--- src/design/spi_mon_pkg.sv ---
// Purpose: shared constants and types for the monitor serial front end
// Assumes: one 8-bit register space of 256 addresses
// Notes: offsets are byte addresses of the serial register space
package spi_mon_pkg;
  localparam logic [7:0] CMD_WRITE = 8'h00;
  localparam logic [7:0] CMD_READ = 8'h01;
  localparam logic [7:0] ADDR_STATUS_FIRST = 8'h80;
  localparam logic [7:0] ADDR_STATUS_LAST = 8'h87;
  localparam logic [7:0] ADDR_MASK_FIRST = 8'h88;
  localparam logic [7:0] ADDR_MASK_LAST = 8'h8F;
  localparam logic [7:0] ADDR_MASTER_CTRL = 8'hE8;
  localparam int MASTER_EN_BIT = 0;
  localparam logic [7:0] MASTER_CTRL_RESET = 8'h01;
  localparam logic [7:0] MASK_RESET = 8'hFF;
  localparam int NUM_ALERT_REGS = 8;
  localparam int BYTE_BITS = 8;
  localparam int CLK_PERIOD_NS = 10;
  localparam int LINK_PERIOD_MIN_NS = 80;
  localparam int LINK_PERIOD_CYC = (LINK_PERIOD_MIN_NS + CLK_PERIOD_NS - 1) / CLK_PERIOD_NS;

  typedef enum logic [1:0] {
    PH_CMD = 2'b00,
    PH_ADDR = 2'b01,
    PH_WRITE = 2'b10,
    PH_READ = 2'b11
  } phase_t;

  typedef struct packed {
    logic [7:0] addr;
    logic [7:0] data;
  } wr_req_t;
endpackage

--- src/design/monitor_spi_slave_alert.sv ---
// Purpose: serial front end of a power monitor: strap-selected SPI slave with alert output
// Assumes: serial clock and chip select are slow pins sampled by clk_i (link period 80 ns or more)
// Notes: measurement core sits outside; it raises alert events and owns the other registers
// Functional notes
// - the interface-select strap is caught once after power-up reset and a high level selects SPI mode.
// - a low strap at power-up selects I2C mode and the SPI port stays silent.
// - in SPI mode the address strap works as an active-low chip select and the port acts only while it is low.
// - input bits are taken at rising serial clock edges and output bits change at falling edges.
// - all traffic is 8-bit bytes, most significant bit first, many bytes per frame.
// - command 0x00 then an address starts a write, and the next byte lands at that address.
// - the address pointer steps by one after each complete written byte.
// - a byte cut short by the end of the frame writes nothing.
// - command 0x01 then an address starts a read that shifts out registers from that address.
// - during a read the pointer steps after each byte sent, without limit, wrapping 0xFF to 0x00.
// - input data after the read address byte is ignored.
// - bit 0 of the alert master control register enables alerts and is set by reset.
// - each alert event has a mask bit in the eight mask registers and acts only when its bit is clear.
// - an enabled unmasked event pulls the alert output low and holds it until released.
// - reading the eight status registers clears them and so releases the alert output.
`timescale 1ns/100ps
module monitor_spi_slave_alert #(
  parameter int NREGS = spi_mon_pkg::NUM_ALERT_REGS
) (
  input wire logic clk_i, // system clock, 100 MHz
  input wire logic arst_n_i, // async reset, active low
  input wire logic interface_select_strap_i, // strap pin, high selects SPI
  input wire logic address_strap_chip_select_n_i, // chip select in SPI mode, active low
  input wire logic sclk_i, // serial clock pin
  input wire logic serial_input_pin_i, // serial data in
  output logic serial_output_pin_o, // serial data out
  output logic serial_output_pin_oe_o, // serial out driven
  output logic alert_n_o, // alert, active low
  output logic spi_mode_o, // 1: SPI mode latched
  input wire logic [NREGS*8-1:0] alert_event_i, // one-cycle event pulses from the core
  input wire logic [7:0] core_rd_data_i, // core register value at core_rd_addr_o
  output logic [7:0] core_rd_addr_o, // address of next byte to send
  output logic core_wr_valid_o, // write to a core register
  output logic [7:0] core_wr_addr_o, // core write address
  output logic [7:0] core_wr_data_o, // core write data
  input wire logic core_wr_ready_i // core accepts write
);
  logic [2:0] pins_s;
  logic cs_n_s;
  logic sclk_s;
  logic mosi_s;
  logic sclk_d_r;
  logic cs_n_d_r;
  logic strap_taken_r;
  logic spi_mode_r;
  logic [7:0] shift_in_r;
  logic [7:0] shift_out_r;
  logic [2:0] bit_cnt_r;
  spi_mon_pkg::phase_t phase_r;
  logic [7:0] ptr_r;
  logic [7:0] status_r [NREGS];
  logic [7:0] mask_r [NREGS];
  logic [7:0] master_ctrl_r;
  logic alert_n_r;
  logic miso_r;
  logic miso_oe_r;
  logic wr_valid_r;
  logic [7:0] wr_addr_r;
  logic [7:0] wr_data_r;
  logic [7:0] rd_addr_r;
  logic rise;
  logic fall;
  logic active;
  logic frame_end;
  logic byte_done;
  logic [7:0] byte_in;
  logic [7:0] rd_byte;
  logic load_rd;
  logic buf_in_ready;
  logic buf_out_valid;
  spi_mon_pkg::wr_req_t buf_in;
  spi_mon_pkg::wr_req_t buf_out;
  logic local_wr;
  logic any_alert;
  logic rd_addr_seen_r;
  logic cmd_bad_r;

  function automatic logic in_range(input logic [7:0] a, input logic [7:0] lo, input logic [7:0] hi);
    in_range = (a >= lo) && (a <= hi);
  endfunction

  function automatic logic [2:0] reg_idx(input logic [7:0] a);
    reg_idx = a[2:0];
  endfunction

  pin_sync #(
    .WIDTH(3),
    .RESET_VAL(3'h1)
  ) u_sync (
    .clk_i(clk_i),
    .arst_n_i(arst_n_i),
    .d_i({serial_input_pin_i, sclk_i, address_strap_chip_select_n_i}),
    .q_o(pins_s)
  );
  assign cs_n_s = pins_s[0];
  assign sclk_s = pins_s[1];
  assign mosi_s = pins_s[2];

  // strap is caught once, on the third clock after reset release, when the synchroniser
  // holds the real pin level instead of its reset value
  logic strap_s;
  pin_sync #(
    .WIDTH(1),
    .RESET_VAL(1'h0)
  ) u_strap_sync (
    .clk_i(clk_i),
    .arst_n_i(arst_n_i),
    .d_i(interface_select_strap_i),
    .q_o(strap_s)
  );
  logic [1:0] strap_wait_r;
  always_ff @(posedge clk_i or negedge arst_n_i) begin
    if (!arst_n_i) begin
      strap_wait_r <= 2'h0;
      strap_taken_r <= 1'b0;
      spi_mode_r <= 1'b0;
    end else begin
      strap_wait_r <= {strap_wait_r[0], 1'b1};
      if (strap_wait_r[1] && !strap_taken_r) begin
        strap_taken_r <= 1'b1;
        spi_mode_r <= strap_s;
      end
    end
  end

  always_ff @(posedge clk_i or negedge arst_n_i) begin
    if (!arst_n_i) begin
      sclk_d_r <= 1'b0;
      cs_n_d_r <= 1'b1;
    end else begin
      sclk_d_r <= sclk_s;
      cs_n_d_r <= cs_n_s;
    end
  end

  assign active = spi_mode_r && !cs_n_s;
  assign rise = active && sclk_s && !sclk_d_r;
  assign fall = active && !sclk_s && sclk_d_r;
  assign frame_end = cs_n_s && !cs_n_d_r;
  assign byte_in = {shift_in_r[6:0], mosi_s};
  assign byte_done = rise && (bit_cnt_r == 3'h7);

  // local registers answer reads; everything else comes from the core
  always_comb begin
    if (in_range(ptr_r, spi_mon_pkg::ADDR_STATUS_FIRST, spi_mon_pkg::ADDR_STATUS_LAST)) begin
      rd_byte = status_r[reg_idx(ptr_r)];
    end else if (in_range(ptr_r, spi_mon_pkg::ADDR_MASK_FIRST, spi_mon_pkg::ADDR_MASK_LAST)) begin
      rd_byte = mask_r[reg_idx(ptr_r)];
    end else if (ptr_r == spi_mon_pkg::ADDR_MASTER_CTRL) begin
      rd_byte = master_ctrl_r;
    end else begin
      rd_byte = core_rd_data_i;
    end
  end

  // next byte is loaded on the fall that follows the last rise of a byte
  assign load_rd = fall && (bit_cnt_r == 3'h0) &&
                   (phase_r == spi_mon_pkg::PH_READ);

  always_ff @(posedge clk_i or negedge arst_n_i) begin
    if (!arst_n_i) begin
      bit_cnt_r <= 3'h0;
      shift_in_r <= 8'h00;
      phase_r <= spi_mon_pkg::PH_CMD;
      ptr_r <= 8'h00;
    end else if (!active) begin
      bit_cnt_r <= 3'h0;
      phase_r <= spi_mon_pkg::PH_CMD;
    end else begin
      if (rise) begin
        bit_cnt_r <= bit_cnt_r + 3'h1;
        shift_in_r <= byte_in;
      end
      if (byte_done) begin
        case (phase_r)
          spi_mon_pkg::PH_CMD: begin
            if (cmd_bad_r) begin
              phase_r <= spi_mon_pkg::PH_CMD;
            end else if (byte_in == spi_mon_pkg::CMD_READ) begin
              phase_r <= spi_mon_pkg::PH_READ;
            end else if (byte_in == spi_mon_pkg::CMD_WRITE) begin
              phase_r <= spi_mon_pkg::PH_ADDR;
            end else begin
              phase_r <= spi_mon_pkg::PH_CMD;
            end
          end
          spi_mon_pkg::PH_ADDR: begin
            ptr_r <= byte_in;
            phase_r <= spi_mon_pkg::PH_WRITE;
          end
          spi_mon_pkg::PH_WRITE: begin
            ptr_r <= ptr_r + 8'h01;
          end
          default: begin
          end
        endcase
      end
      if (phase_r == spi_mon_pkg::PH_READ && byte_done && !rd_addr_seen_r) begin
        ptr_r <= byte_in;
      end
      if (load_rd && rd_addr_seen_r) begin
        ptr_r <= ptr_r + 8'h01;
      end
    end
  end

  // read phase: first byte is the address, later input is ignored
  always_ff @(posedge clk_i or negedge arst_n_i) begin
    if (!arst_n_i) begin
      rd_addr_seen_r <= 1'b0;
    end else if (!active || phase_r != spi_mon_pkg::PH_READ) begin
      rd_addr_seen_r <= 1'b0;
    end else if (byte_done) begin
      rd_addr_seen_r <= 1'b1;
    end
  end

  // an unknown command mutes the rest of the frame, so no later byte
  // can be mistaken for a command; only a new frame starts over
  always_ff @(posedge clk_i or negedge arst_n_i) begin
    if (!arst_n_i) begin
      cmd_bad_r <= 1'b0;
    end else if (frame_end) begin
      cmd_bad_r <= 1'b0;
    end else if (byte_done && phase_r == spi_mon_pkg::PH_CMD && byte_in != spi_mon_pkg::CMD_READ &&
                 byte_in != spi_mon_pkg::CMD_WRITE) begin
      cmd_bad_r <= 1'b1;
    end
  end

  always_ff @(posedge clk_i or negedge arst_n_i) begin
    if (!arst_n_i) begin
      shift_out_r <= 8'h00;
      miso_r <= 1'b0;
      miso_oe_r <= 1'b0;
    end else begin
      miso_oe_r <= active;
      if (!active) begin
        miso_r <= 1'b0;
        shift_out_r <= 8'h00;
      end else if (load_rd && rd_addr_seen_r) begin
        miso_r <= rd_byte[7];
        shift_out_r <= {rd_byte[6:0], 1'b0};
      end else if (fall && bit_cnt_r != 3'h0) begin
        miso_r <= shift_out_r[7];
        shift_out_r <= {shift_out_r[6:0], 1'b0};
      end
    end
  end

  // status addresses count as local, so a write there is dropped rather than sent to the core
  assign local_wr = in_range(ptr_r, spi_mon_pkg::ADDR_STATUS_FIRST, spi_mon_pkg::ADDR_MASK_LAST) ||
                    (ptr_r == spi_mon_pkg::ADDR_MASTER_CTRL);
  assign buf_in.addr = ptr_r;
  assign buf_in.data = byte_in;

  // core writes pass a two-entry buffer ahead of the output register; when full, the byte is dropped
  skid_buf2 #(
    .WIDTH(16)
  ) u_wr_buf (
    .clk_i(clk_i),
    .arst_n_i(arst_n_i),
    .in_valid_i(byte_done && phase_r == spi_mon_pkg::PH_WRITE && !local_wr),
    .in_ready_o(buf_in_ready),
    .in_data_i(buf_in),
    .out_valid_o(buf_out_valid),
    .out_ready_i(!wr_valid_r || core_wr_ready_i),
    .out_data_o(buf_out)
  );

  always_ff @(posedge clk_i or negedge arst_n_i) begin
    if (!arst_n_i) begin
      wr_valid_r <= 1'b0;
      wr_addr_r <= 8'h00;
      wr_data_r <= 8'h00;
    end else if (!wr_valid_r || core_wr_ready_i) begin
      wr_valid_r <= buf_out_valid;
      wr_addr_r <= buf_out.addr;
      wr_data_r <= buf_out.data;
    end
  end

  always_ff @(posedge clk_i or negedge arst_n_i) begin
    if (!arst_n_i) begin
      master_ctrl_r <= spi_mon_pkg::MASTER_CTRL_RESET;
      for (int i = 0; i < NREGS; i++) begin
        mask_r[i] <= spi_mon_pkg::MASK_RESET;
      end
    end else if (byte_done && phase_r == spi_mon_pkg::PH_WRITE) begin
      if (ptr_r == spi_mon_pkg::ADDR_MASTER_CTRL) begin
        master_ctrl_r <= byte_in;
      end else if (in_range(ptr_r, spi_mon_pkg::ADDR_MASK_FIRST, spi_mon_pkg::ADDR_MASK_LAST)) begin
        mask_r[reg_idx(ptr_r)] <= byte_in;
      end
    end
  end

  // status bits are sticky; an event in the read cycle survives the clear
  always_ff @(posedge clk_i or negedge arst_n_i) begin
    if (!arst_n_i) begin
      for (int i = 0; i < NREGS; i++) begin
        status_r[i] <= 8'h00;
      end
    end else begin
      for (int i = 0; i < NREGS; i++) begin
        if (load_rd && rd_addr_seen_r && in_range(ptr_r, spi_mon_pkg::ADDR_STATUS_FIRST,
            spi_mon_pkg::ADDR_STATUS_LAST) && reg_idx(ptr_r) == 3'(i)) begin
          status_r[i] <= alert_event_i[i*8 +: 8];
        end else begin
          status_r[i] <= status_r[i] | alert_event_i[i*8 +: 8];
        end
      end
    end
  end

  always_comb begin
    any_alert = 1'b0;
    for (int i = 0; i < NREGS; i++) begin
      any_alert = any_alert | (|(status_r[i] & ~mask_r[i]));
    end
  end

  always_ff @(posedge clk_i or negedge arst_n_i) begin
    if (!arst_n_i) begin
      alert_n_r <= 1'b1;
    end else begin
      alert_n_r <= !(master_ctrl_r[spi_mon_pkg::MASTER_EN_BIT] && any_alert);
    end
  end

  always_ff @(posedge clk_i or negedge arst_n_i) begin
    if (!arst_n_i) begin
      rd_addr_r <= 8'h00;
    end else begin
      rd_addr_r <= ptr_r;
    end
  end

  assign serial_output_pin_o = miso_r;
  assign serial_output_pin_oe_o = miso_oe_r;
  assign alert_n_o = alert_n_r;
  assign spi_mode_o = spi_mode_r;
  assign core_rd_addr_o = rd_addr_r;
  assign core_wr_valid_o = wr_valid_r;
  assign core_wr_addr_o = wr_addr_r;
  assign core_wr_data_o = wr_data_r;
endmodule

--- src/design/pin_sync.sv ---
// Purpose: two-flop synchroniser for a group of pin inputs
// Assumes: inputs are asynchronous to clk_i
// Notes: reset value is a parameter so idle-high pins read idle
`timescale 1ns/100ps
module pin_sync #(
  parameter int WIDTH = 1,
  parameter logic [WIDTH-1:0] RESET_VAL = '0
) (
  input wire logic clk_i, // system clock
  input wire logic arst_n_i, // async reset, active low
  input wire logic [WIDTH-1:0] d_i, // raw pins
  output logic [WIDTH-1:0] q_o // synchronised pins
);
  logic [WIDTH-1:0] meta_r;

  always_ff @(posedge clk_i or negedge arst_n_i) begin
    if (!arst_n_i) begin
      meta_r <= RESET_VAL;
      q_o <= RESET_VAL;
    end else begin
      meta_r <= d_i;
      q_o <= meta_r;
    end
  end
endmodule

--- src/design/skid_buf2.sv ---
// Purpose: two-entry buffer with valid/ready on both sides
// Assumes: single clock
// Notes: ready on the fill side drops only when both entries hold data
`timescale 1ns/100ps
module skid_buf2 #(
  parameter int WIDTH = 16
) (
  input wire logic clk_i, // system clock
  input wire logic arst_n_i, // async reset, active low
  input wire logic in_valid_i, // word offered
  output logic in_ready_o, // room for a word
  input wire logic [WIDTH-1:0] in_data_i, // offered word
  output logic out_valid_o, // word available
  input wire logic out_ready_i, // drain accepts word
  output logic [WIDTH-1:0] out_data_o // oldest word
);
  logic [WIDTH-1:0] mem_r [2];
  logic rd_ptr_r;
  logic wr_ptr_r;
  logic [1:0] count_r;
  logic push;
  logic pop;

  assign in_ready_o = (count_r != 2'h2);
  assign out_valid_o = (count_r != 2'h0);
  assign out_data_o = mem_r[rd_ptr_r];
  assign push = in_valid_i && in_ready_o;
  assign pop = out_valid_o && out_ready_i;

  always_ff @(posedge clk_i or negedge arst_n_i) begin
    if (!arst_n_i) begin
      mem_r[0] <= '0;
      mem_r[1] <= '0;
      wr_ptr_r <= 1'b0;
    end else if (push) begin
      mem_r[wr_ptr_r] <= in_data_i;
      wr_ptr_r <= ~wr_ptr_r;
    end
  end

  always_ff @(posedge clk_i or negedge arst_n_i) begin
    if (!arst_n_i) begin
      rd_ptr_r <= 1'b0;
      count_r <= 2'h0;
    end else begin
      if (pop) begin
        rd_ptr_r <= ~rd_ptr_r;
      end
      count_r <= count_r + {1'b0, push} - {1'b0, pop};
    end
  end
endmodule

--- config.mk ---
export PLATFORM = sky130hd
export DESIGN_NAME = monitor_spi_slave_alert
export DESIGN_NICKNAME = d
export VERILOG_FILES = /design/src/design/spi_mon_pkg.sv /design/src/design/monitor_spi_slave_alert.sv /design/src/design/pin_sync.sv /design/src/design/skid_buf2.sv
export SDC_FILE = /design/constraint.sdc
export NUM_CORES = 1
export LEC_CHECK = 0
export BUFFER_PORTS_ARGS = -buffer_cell sky130_fd_sc_hd__buf_4
export CAP_MARGIN = 20
export CELL_PAD_IN_SITES_DETAIL_PLACEMENT = 2
export CELL_PAD_IN_SITES_GLOBAL_PLACEMENT = 2
export CORE_ASPECT_RATIO = 1.25
export CORE_MARGIN = 5
export CORE_UTILIZATION = 35
export CTS_CLUSTER_SIZE = 28
export DETAILED_ROUTE_END_ITERATION = 8
export PLACE_DENSITY_LB_ADDON = 0.1
export SYNTH_ARGS = -nofsm -noshare
export SYNTH_HDL_FRONTEND = slang
export SYNTH_SLANG_ARGS = --single-unit
--- constraint.sdc ---
create_clock -name clk_i -period 4.2 [get_ports clk_i]
set_input_delay 0.42 -clock clk_i [delete_from_list [all_inputs] [get_ports clk_i]]
set_output_delay 0.42 -clock clk_i [all_outputs]
set_load 0.01 [all_outputs]
Word level (Yosys, flattened, before mapping). Index checks and enable logic that the tools add are counted.

Bits in registers: 244. Bits of input ports: 79. Output and inout port bits: 29.

$lt $le $gt $ge: 9. Equality and inequality tests: 20. Bitwise operators: 37. Add/sub/neg operators: 4. Reductions and logical operators: 73. Multiplexer cells: 48.

Operator list (number): $mux 8 (22); $and 8x8->8 (8); $bwmux 64 (1); $mux 16 (4); $not 8->8 (8); $or 8x8->8 (8); $reduce_or 8->1 (8); $bmux 8 s3 (2); $logic_and 1x1->1 (36); $bwmux 32 (1); $demux 8 s3 (1); $demux 16 s1 (1); $ge 8x8->1 const B (2); $le 8x8->1 const B (2); $pmux 8 s2 (1); $eq 3x3->1 const B (5); $logic_not 1->1 (10); $add 8x1->8 const B (1); $eq 8x1->1 const B (1); $eq 8x8->1 const B (1); $logic_not 8->1 (1); $mux 1 (8); $mux 2 (4); $ne 8x1->1 const B (1); other kinds (29) (54).

Logic depth before layout (Yosys ltp).
Word-level depth: 12. Mapped depth: 11. Depth with buffers taken out: 8.

Cells and area by module. From an unflattened synthesis, not the netlist that was laid out.

Cell total of the unflattened synthesis: 888. Area, all modules: 11355.9 µm².

Modules (own cells, without submodules): monitor_spi_slave_alert (cells an instance 777, times used 1, area an instance 9455.3 µm²); skid_buf2 (cells an instance 103, times used 1, area an instance 1697.9 µm²); pin_sync at u_sync (cells an instance 6, times used 1, area an instance 152.6 µm²); pin_sync at u_strap_sync (cells an instance 2, times used 1, area an instance 50.0 µm²).

Worst setup path after synthesis. OpenSTA, ideal clock, no wires.

Kind: register to register. Start: register ptr_r[0]. End: register shift_out_r[2]. Period minus slack after synthesis: 2.642 ns. Cell stages (with the launch flop): 10. Data required time: 4.065 ns. Path slack: 1.558 ns. Arrival: 2.508 ns. Cell sequence: dfrtp_1 > buf_2 > buf_2 > clkinv_1 > ha_1 > nand4b_4 > nor3_4 > mux2_2 > a2111oi_0 > o31ai_1.

Cells in the longest elaborated chain, start to end: 8. Elaborated cells between the ends (all ways): 19.

Ends and longest elaborated chain: start: declaration (line monitor_spi_slave_alert.sv:54) `logic [7:0] ptr_r;`; start signal: assignment (line monitor_spi_slave_alert.sv:192) `ptr_r <= byte_in;`; start signal: assignment (line monitor_spi_slave_alert.sv:196) `ptr_r <= ptr_r + 8'h01;`; start signal: assignment (line monitor_spi_slave_alert.sv:203) `ptr_r <= byte_in;`; parallel branches: the longest is 5 deep, another holds $ge 8x8->1; $mux 8 (*) (line monitor_spi_slave_alert.sv:149) `if (in_range(ptr_r, spi_mon_pkg::ADDR_STATUS_FIRST, spi_mon_pkg::ADDR_STATUS_LAST)) begin`; $mux 8 (*) (line monitor_spi_slave_alert.sv:245) `end else if (load_rd && rd_addr_seen_r) begin`; $mux 8 (*) (line monitor_spi_slave_alert.sv:242) `if (!active) begin`; end signal: assignment (line monitor_spi_slave_alert.sv:247) `shift_out_r <= {rd_byte[6:0], 1'b0};`; end signal: assignment (line monitor_spi_slave_alert.sv:250) `shift_out_r <= {shift_out_r[6:0], 1'b0};`; end: declaration (line monitor_spi_slave_alert.sv:51) `logic [7:0] shift_out_r;`.

Every way passes the cells marked *. The select of a mux whose other input is x is not followed. A chain may end at the register's enable or synchronous reset.

Final worst setup path.
Start: register phase_r[1]. End: register status_r[12] (netlist name).

Cells in the longest elaborated chain, start to end: 6.

Ends and longest elaborated chain: start: declaration (line monitor_spi_slave_alert.sv:53) `spi_mon_pkg::phase_t phase_r;`; start signal: assignment (line monitor_spi_slave_alert.sv:168) `phase_r <= spi_mon_pkg::PH_CMD;`; start signal: assignment (line monitor_spi_slave_alert.sv:172) `phase_r <= spi_mon_pkg::PH_CMD;`; start signal: assignment (line monitor_spi_slave_alert.sv:182) `phase_r <= spi_mon_pkg::PH_CMD;`; $eq 2x2->1 (line monitor_spi_slave_alert.sv:162) `(phase_r == spi_mon_pkg::PH_READ);`; $logic_and 1x1->1 (line monitor_spi_slave_alert.sv:161) `assign load_rd = fall && (bit_cnt_r == 3'h0) &&`; $logic_and 1x1->1 (2 in series) (line monitor_spi_slave_alert.sv:310) `if (load_rd && rd_addr_seen_r && in_range(ptr_r, spi_mon_pkg::ADDR_STATUS_FIRST,`; $logic_and 1x1->1 (line monitor_spi_slave_alert.sv:311) `spi_mon_pkg::ADDR_STATUS_LAST) && reg_idx(ptr_r) == 3'(i)) begin`; $mux 8 (line monitor_spi_slave_alert.sv:310); end signal: indexed assignment (line monitor_spi_slave_alert.sv:312) `status_r[i] <= alert_event_i[i*8 +: 8];`; end signal: indexed assignment (line monitor_spi_slave_alert.sv:314) `status_r[i] <= status_r[i] | alert_event_i[i*8 +: 8];`; end: declaration (line monitor_spi_slave_alert.sv:55) `logic [7:0] status_r [NREGS];`.

No other way between the ends.

==> impl_metrics.json <==
{
  "p_seq_share_pct": 46.7,
  "rr_worst_depth": 7,
  "dp.cells": 1425,
  "place_ws_ps": 1060,
  "setup_ws_ps": 1060,
  "required_ps": 4630,
  "period_minus_slack_ps": 3140,
  "drt-pass1-iter-count": 5,
  "hold_end": "status_r[54]",
  "finClkSkew_ps": 11.7,
  "final_cells": 1481,
  "cp-start-kind": "flop",
  "clock_latency_ps": 550,
  "tns_ps": 0,
  "antenna_found_initial": 2,
  "fillers": 3343,
  "place_congestion": 0.896,
  "cp.arrival_ps": 3570,
  "ctsResizeCount": 0,
  "fin_util_pct": 42.3,
  "routed_wl_mm": 39.5,
  "p_clk_share_pct": 49.7,
  "critPathCaptureType": "flop",
  "ir_drop_mv": 0.246,
  "start_util_pct": 35.3,
  "hold_start": "alert_event_i[14]",
  "track_usage_pct": 22.0,
  "max_slew.worst_pin.slew_ps": 954,
  "synth-seq-area-share_pct": 53.5,
  "ys_types": 76,
  "num_rows": 74,
  "setup_viol": 0,
  "grt_pass1_vias": 9197,
  "p_per_area_nw_per_um2": 386,
  "fin_crit_sh_pct": 74.7,
  "cts_made_buffers": 27,
  "yosys.area.top_type": "dfrtp_1",
  "portBuffers": 107,
  "drive_gt1_share_pct": 36.4,
  "antennaDiodeCount": 0,
  "report.final.slew_viol_count": 0,
  "power.net_switching_mw": 1.25,
  "dp_hpwl_mm": 27.9,
  "vias_per_cell": 5.42,
  "hold_violations": 0,
  "holdWs_ps": 42.1,
  "netlist_instances": 933,
  "hold_depth": 2,
  "tritoncts": "yes",
  "intPower_mw": 4.07,
  "fp.dieArea_sq_um": 36700,
  "syn_area_sq_um": 11500,
  "status": "completed",
  "crit-reg2reg-launch": "phase_r[1]",
  "wl_per_cell_microns": 26.7,
  "root_buffer": "clkbuf_16",
  "drt-initial-drc-count": 375,
  "grt.overflow.total": 0,
  "min_path_type": "input pin to flop",
  "htree_levels": 1,
  "synth-edff-count": 0,
  "path_cells": "ha_1 > nand4b_1 > buf_4 > or2_2 > nor2_1 > nand3_1 > a21o_1",
  "reg2reg_to": "status_r[12]",
  "die_x_microns": 172,
  "yosys-top-cells-area": "dfrtp_1 38%, dfstp_2 16%, mux2_2 9.0%",
  "most-common-layout-cells": "172 x dfrtp_1, 120 x buf_4, 92 x mux2_2",
  "rsz0062_at_grt": "false",
  "swShare_pct": 23.4,
  "synthesis.nets": 1027,
  "boundaryPins": 108,
  "maxCapViolCount": 0,
  "nNetsFinal": 1136,
  "cp_slowest_cell": "nand3_1",
  "vias": 8033,
  "maxSlewHeadroom_pct": 36.4,
  "postRouteAntennaNets": 0,
  "grt_max_degree": 104,
  "avgSynthCellArea_sq_um": 12.3,
  "synthToLayoutAreaGrowth_pct": 19.7,
  "fmax_mhz": 319,
  "grt_pass1_wl_mm": 59.8,
  "cts_buffer_depth": 3,
  "yosys_warnings": 0,
  "die_h_microns": 213,
  "worstSetupPathType": "flop to flop",
  "netlist.area_leader.share_pct": 37.8,
  "ys_ff_latch": 243,
  "max_stage_delay_ps": 710,
  "fp.coreArea_sq_um": 32600,
  "final_common_cell": "dfrtp_1",
  "drc_errors": 0,
  "pwr-share-comb_pct": 3.6,
  "clk_pin_slew_ps": 60,
  "p_leak_nw": 6.34,
  "r2r_setup_slack_ps": 1060,
  "synthArstFlopShare_pct": 100,
  "synth_flop_cell": "dfrtp_1",
  "cp_top_family": "simple AND/OR/NAND/NOR gates",
  "path_buf_inv": 1,
  "cp_max_fo": 11,
  "clock-sinks": 243
}
==> area by class of cell <==
type,count,area [sq um],share of cell area [%]
Multi-Input combinational cell,576,4870,35.3
Clock buffer,36,779,5.65
Clock inverter,14,209,1.52
Tap cell,418,523,3.79
Timing Repair Buffer,128,991,7.19
Inverter,66,248,1.80
Sequential cell,243,6170,44.7
==> cell usage after synthesis, types with 8 or more instances <==
master and n:
inv_1 62, nand2b_1 21, buf_2 16, a21o_1 64, mux2_4 16, mux4_2 13
clkbuf_1 23, nor2_1 22, o21ai_0 34, nor2b_1 11, dfstp_2 69, a211oi_1 8
nand3_1 13, nor3_1 9, a21oi_1 12, mux2i_1 35, mux2_2 92, ha_1 15
o22ai_1 25, mux2_1 18, nand2_1 54, dfrtp_1 174
==> power groups by stage <==
| stage | registers (mW) | clock network, mW | logic [mW] |
|---|---|---|---|
| after floorplan | 2.43 | 0 | 0.0856 |
| after global placement | 2.52 | 0 | 0.191 |
| after detailed placement | 2.52 | 0 | 0.195 |
| after CTS | 2.48 | 2.71 | 0.200 |
| after global routing | 2.48 | 2.81 | 0.218 |
| final | 2.48 | 2.64 | 0.192 |
==> worst max-delay path by stage <==
stage                     cells past startpoint        endpoint  slack [ps]  startpoint
after floorplan                               9  shift_out_r[2]        1560    ptr_r[0]
after global placement                        7     status_r[8]        1090  phase_r[1]
after detailed placement                      7    status_r[10]        1060  phase_r[1]
after CTS                                     7    status_r[12]        1020  phase_r[1]
after global routing                          7    status_r[15]         940  phase_r[1]
final                                         7    status_r[12]        1060  phase_r[1]
==> registers in the layout (all words and copies together), names as in the netlist, 3 cells and up <==
| name | count |
|---|---|
| master_ctrl_r | 8 |
| shift_out_r | 7 |
| core_wr_data_o | 8 |
| u_sync.q_o | 3 |
| core_rd_addr_o | 8 |
| u_wr_buf.mem_r | 32 |
| shift_in_r | 7 |
| mask_r | 64 |
| u_sync.meta_r | 3 |
| core_wr_addr_o | 8 |
| status_r | 64 |
| ptr_r | 8 |
| bit_cnt_r | 3 |
==> cell families (layout without fill, tap and decap cells) <==
| family | Yosys count | after routing | synth area share, % |
|---|---|---|---|
| and+or+nand+nor | 177 | 177 | 9.16 |
| adders and majority gates | 15 | 15 | 1.63 |
| muxes | 174 | 174 | 18.4 |
| xor gates and xnor gates | 5 | 5 | 0.380 |
| buffers and inverters | 114 | 244 | 4.21 |
| other | 1 | 1 | 0.0326 |
| AOI/OAI and AO/OA | 204 | 204 | 12.6 |
| DFF | 243 | 243 | 53.5 |
==> per-layer routing <==
| metal | GRT usage [%] | part of all wire [%] | vias up |
|---|---|---|---|
| met5 | 0 | 0.023 | - |
| met4 | 9.30 | 4.4 | 2 |
| met3 | 3.35 | 4.4 | 76 |
| met2 | 38.2 | 51 | 180 |
| met1 | 27.1 | 40 | 4202 |
| li1 | - | - | 3573 |
==> metrics by stage <==
step | power, mW | instance area [sq um]
3_3_place_gp | 2.72 | 12700
4_1_cts | 5.39 | 13800
2_1_floorplan | 2.51 | 11500
3_5_place_dp | 2.72 | 12700
5_1_grt | 5.51 | 13800
6_report | 5.32 | 13800
==> what timing repair did <==
action,CTS,global route
hold buffers,5,0
endpoints found under the hold margin,48,0
buffers inserted,0,0
(Power assumes the default switching activity.)
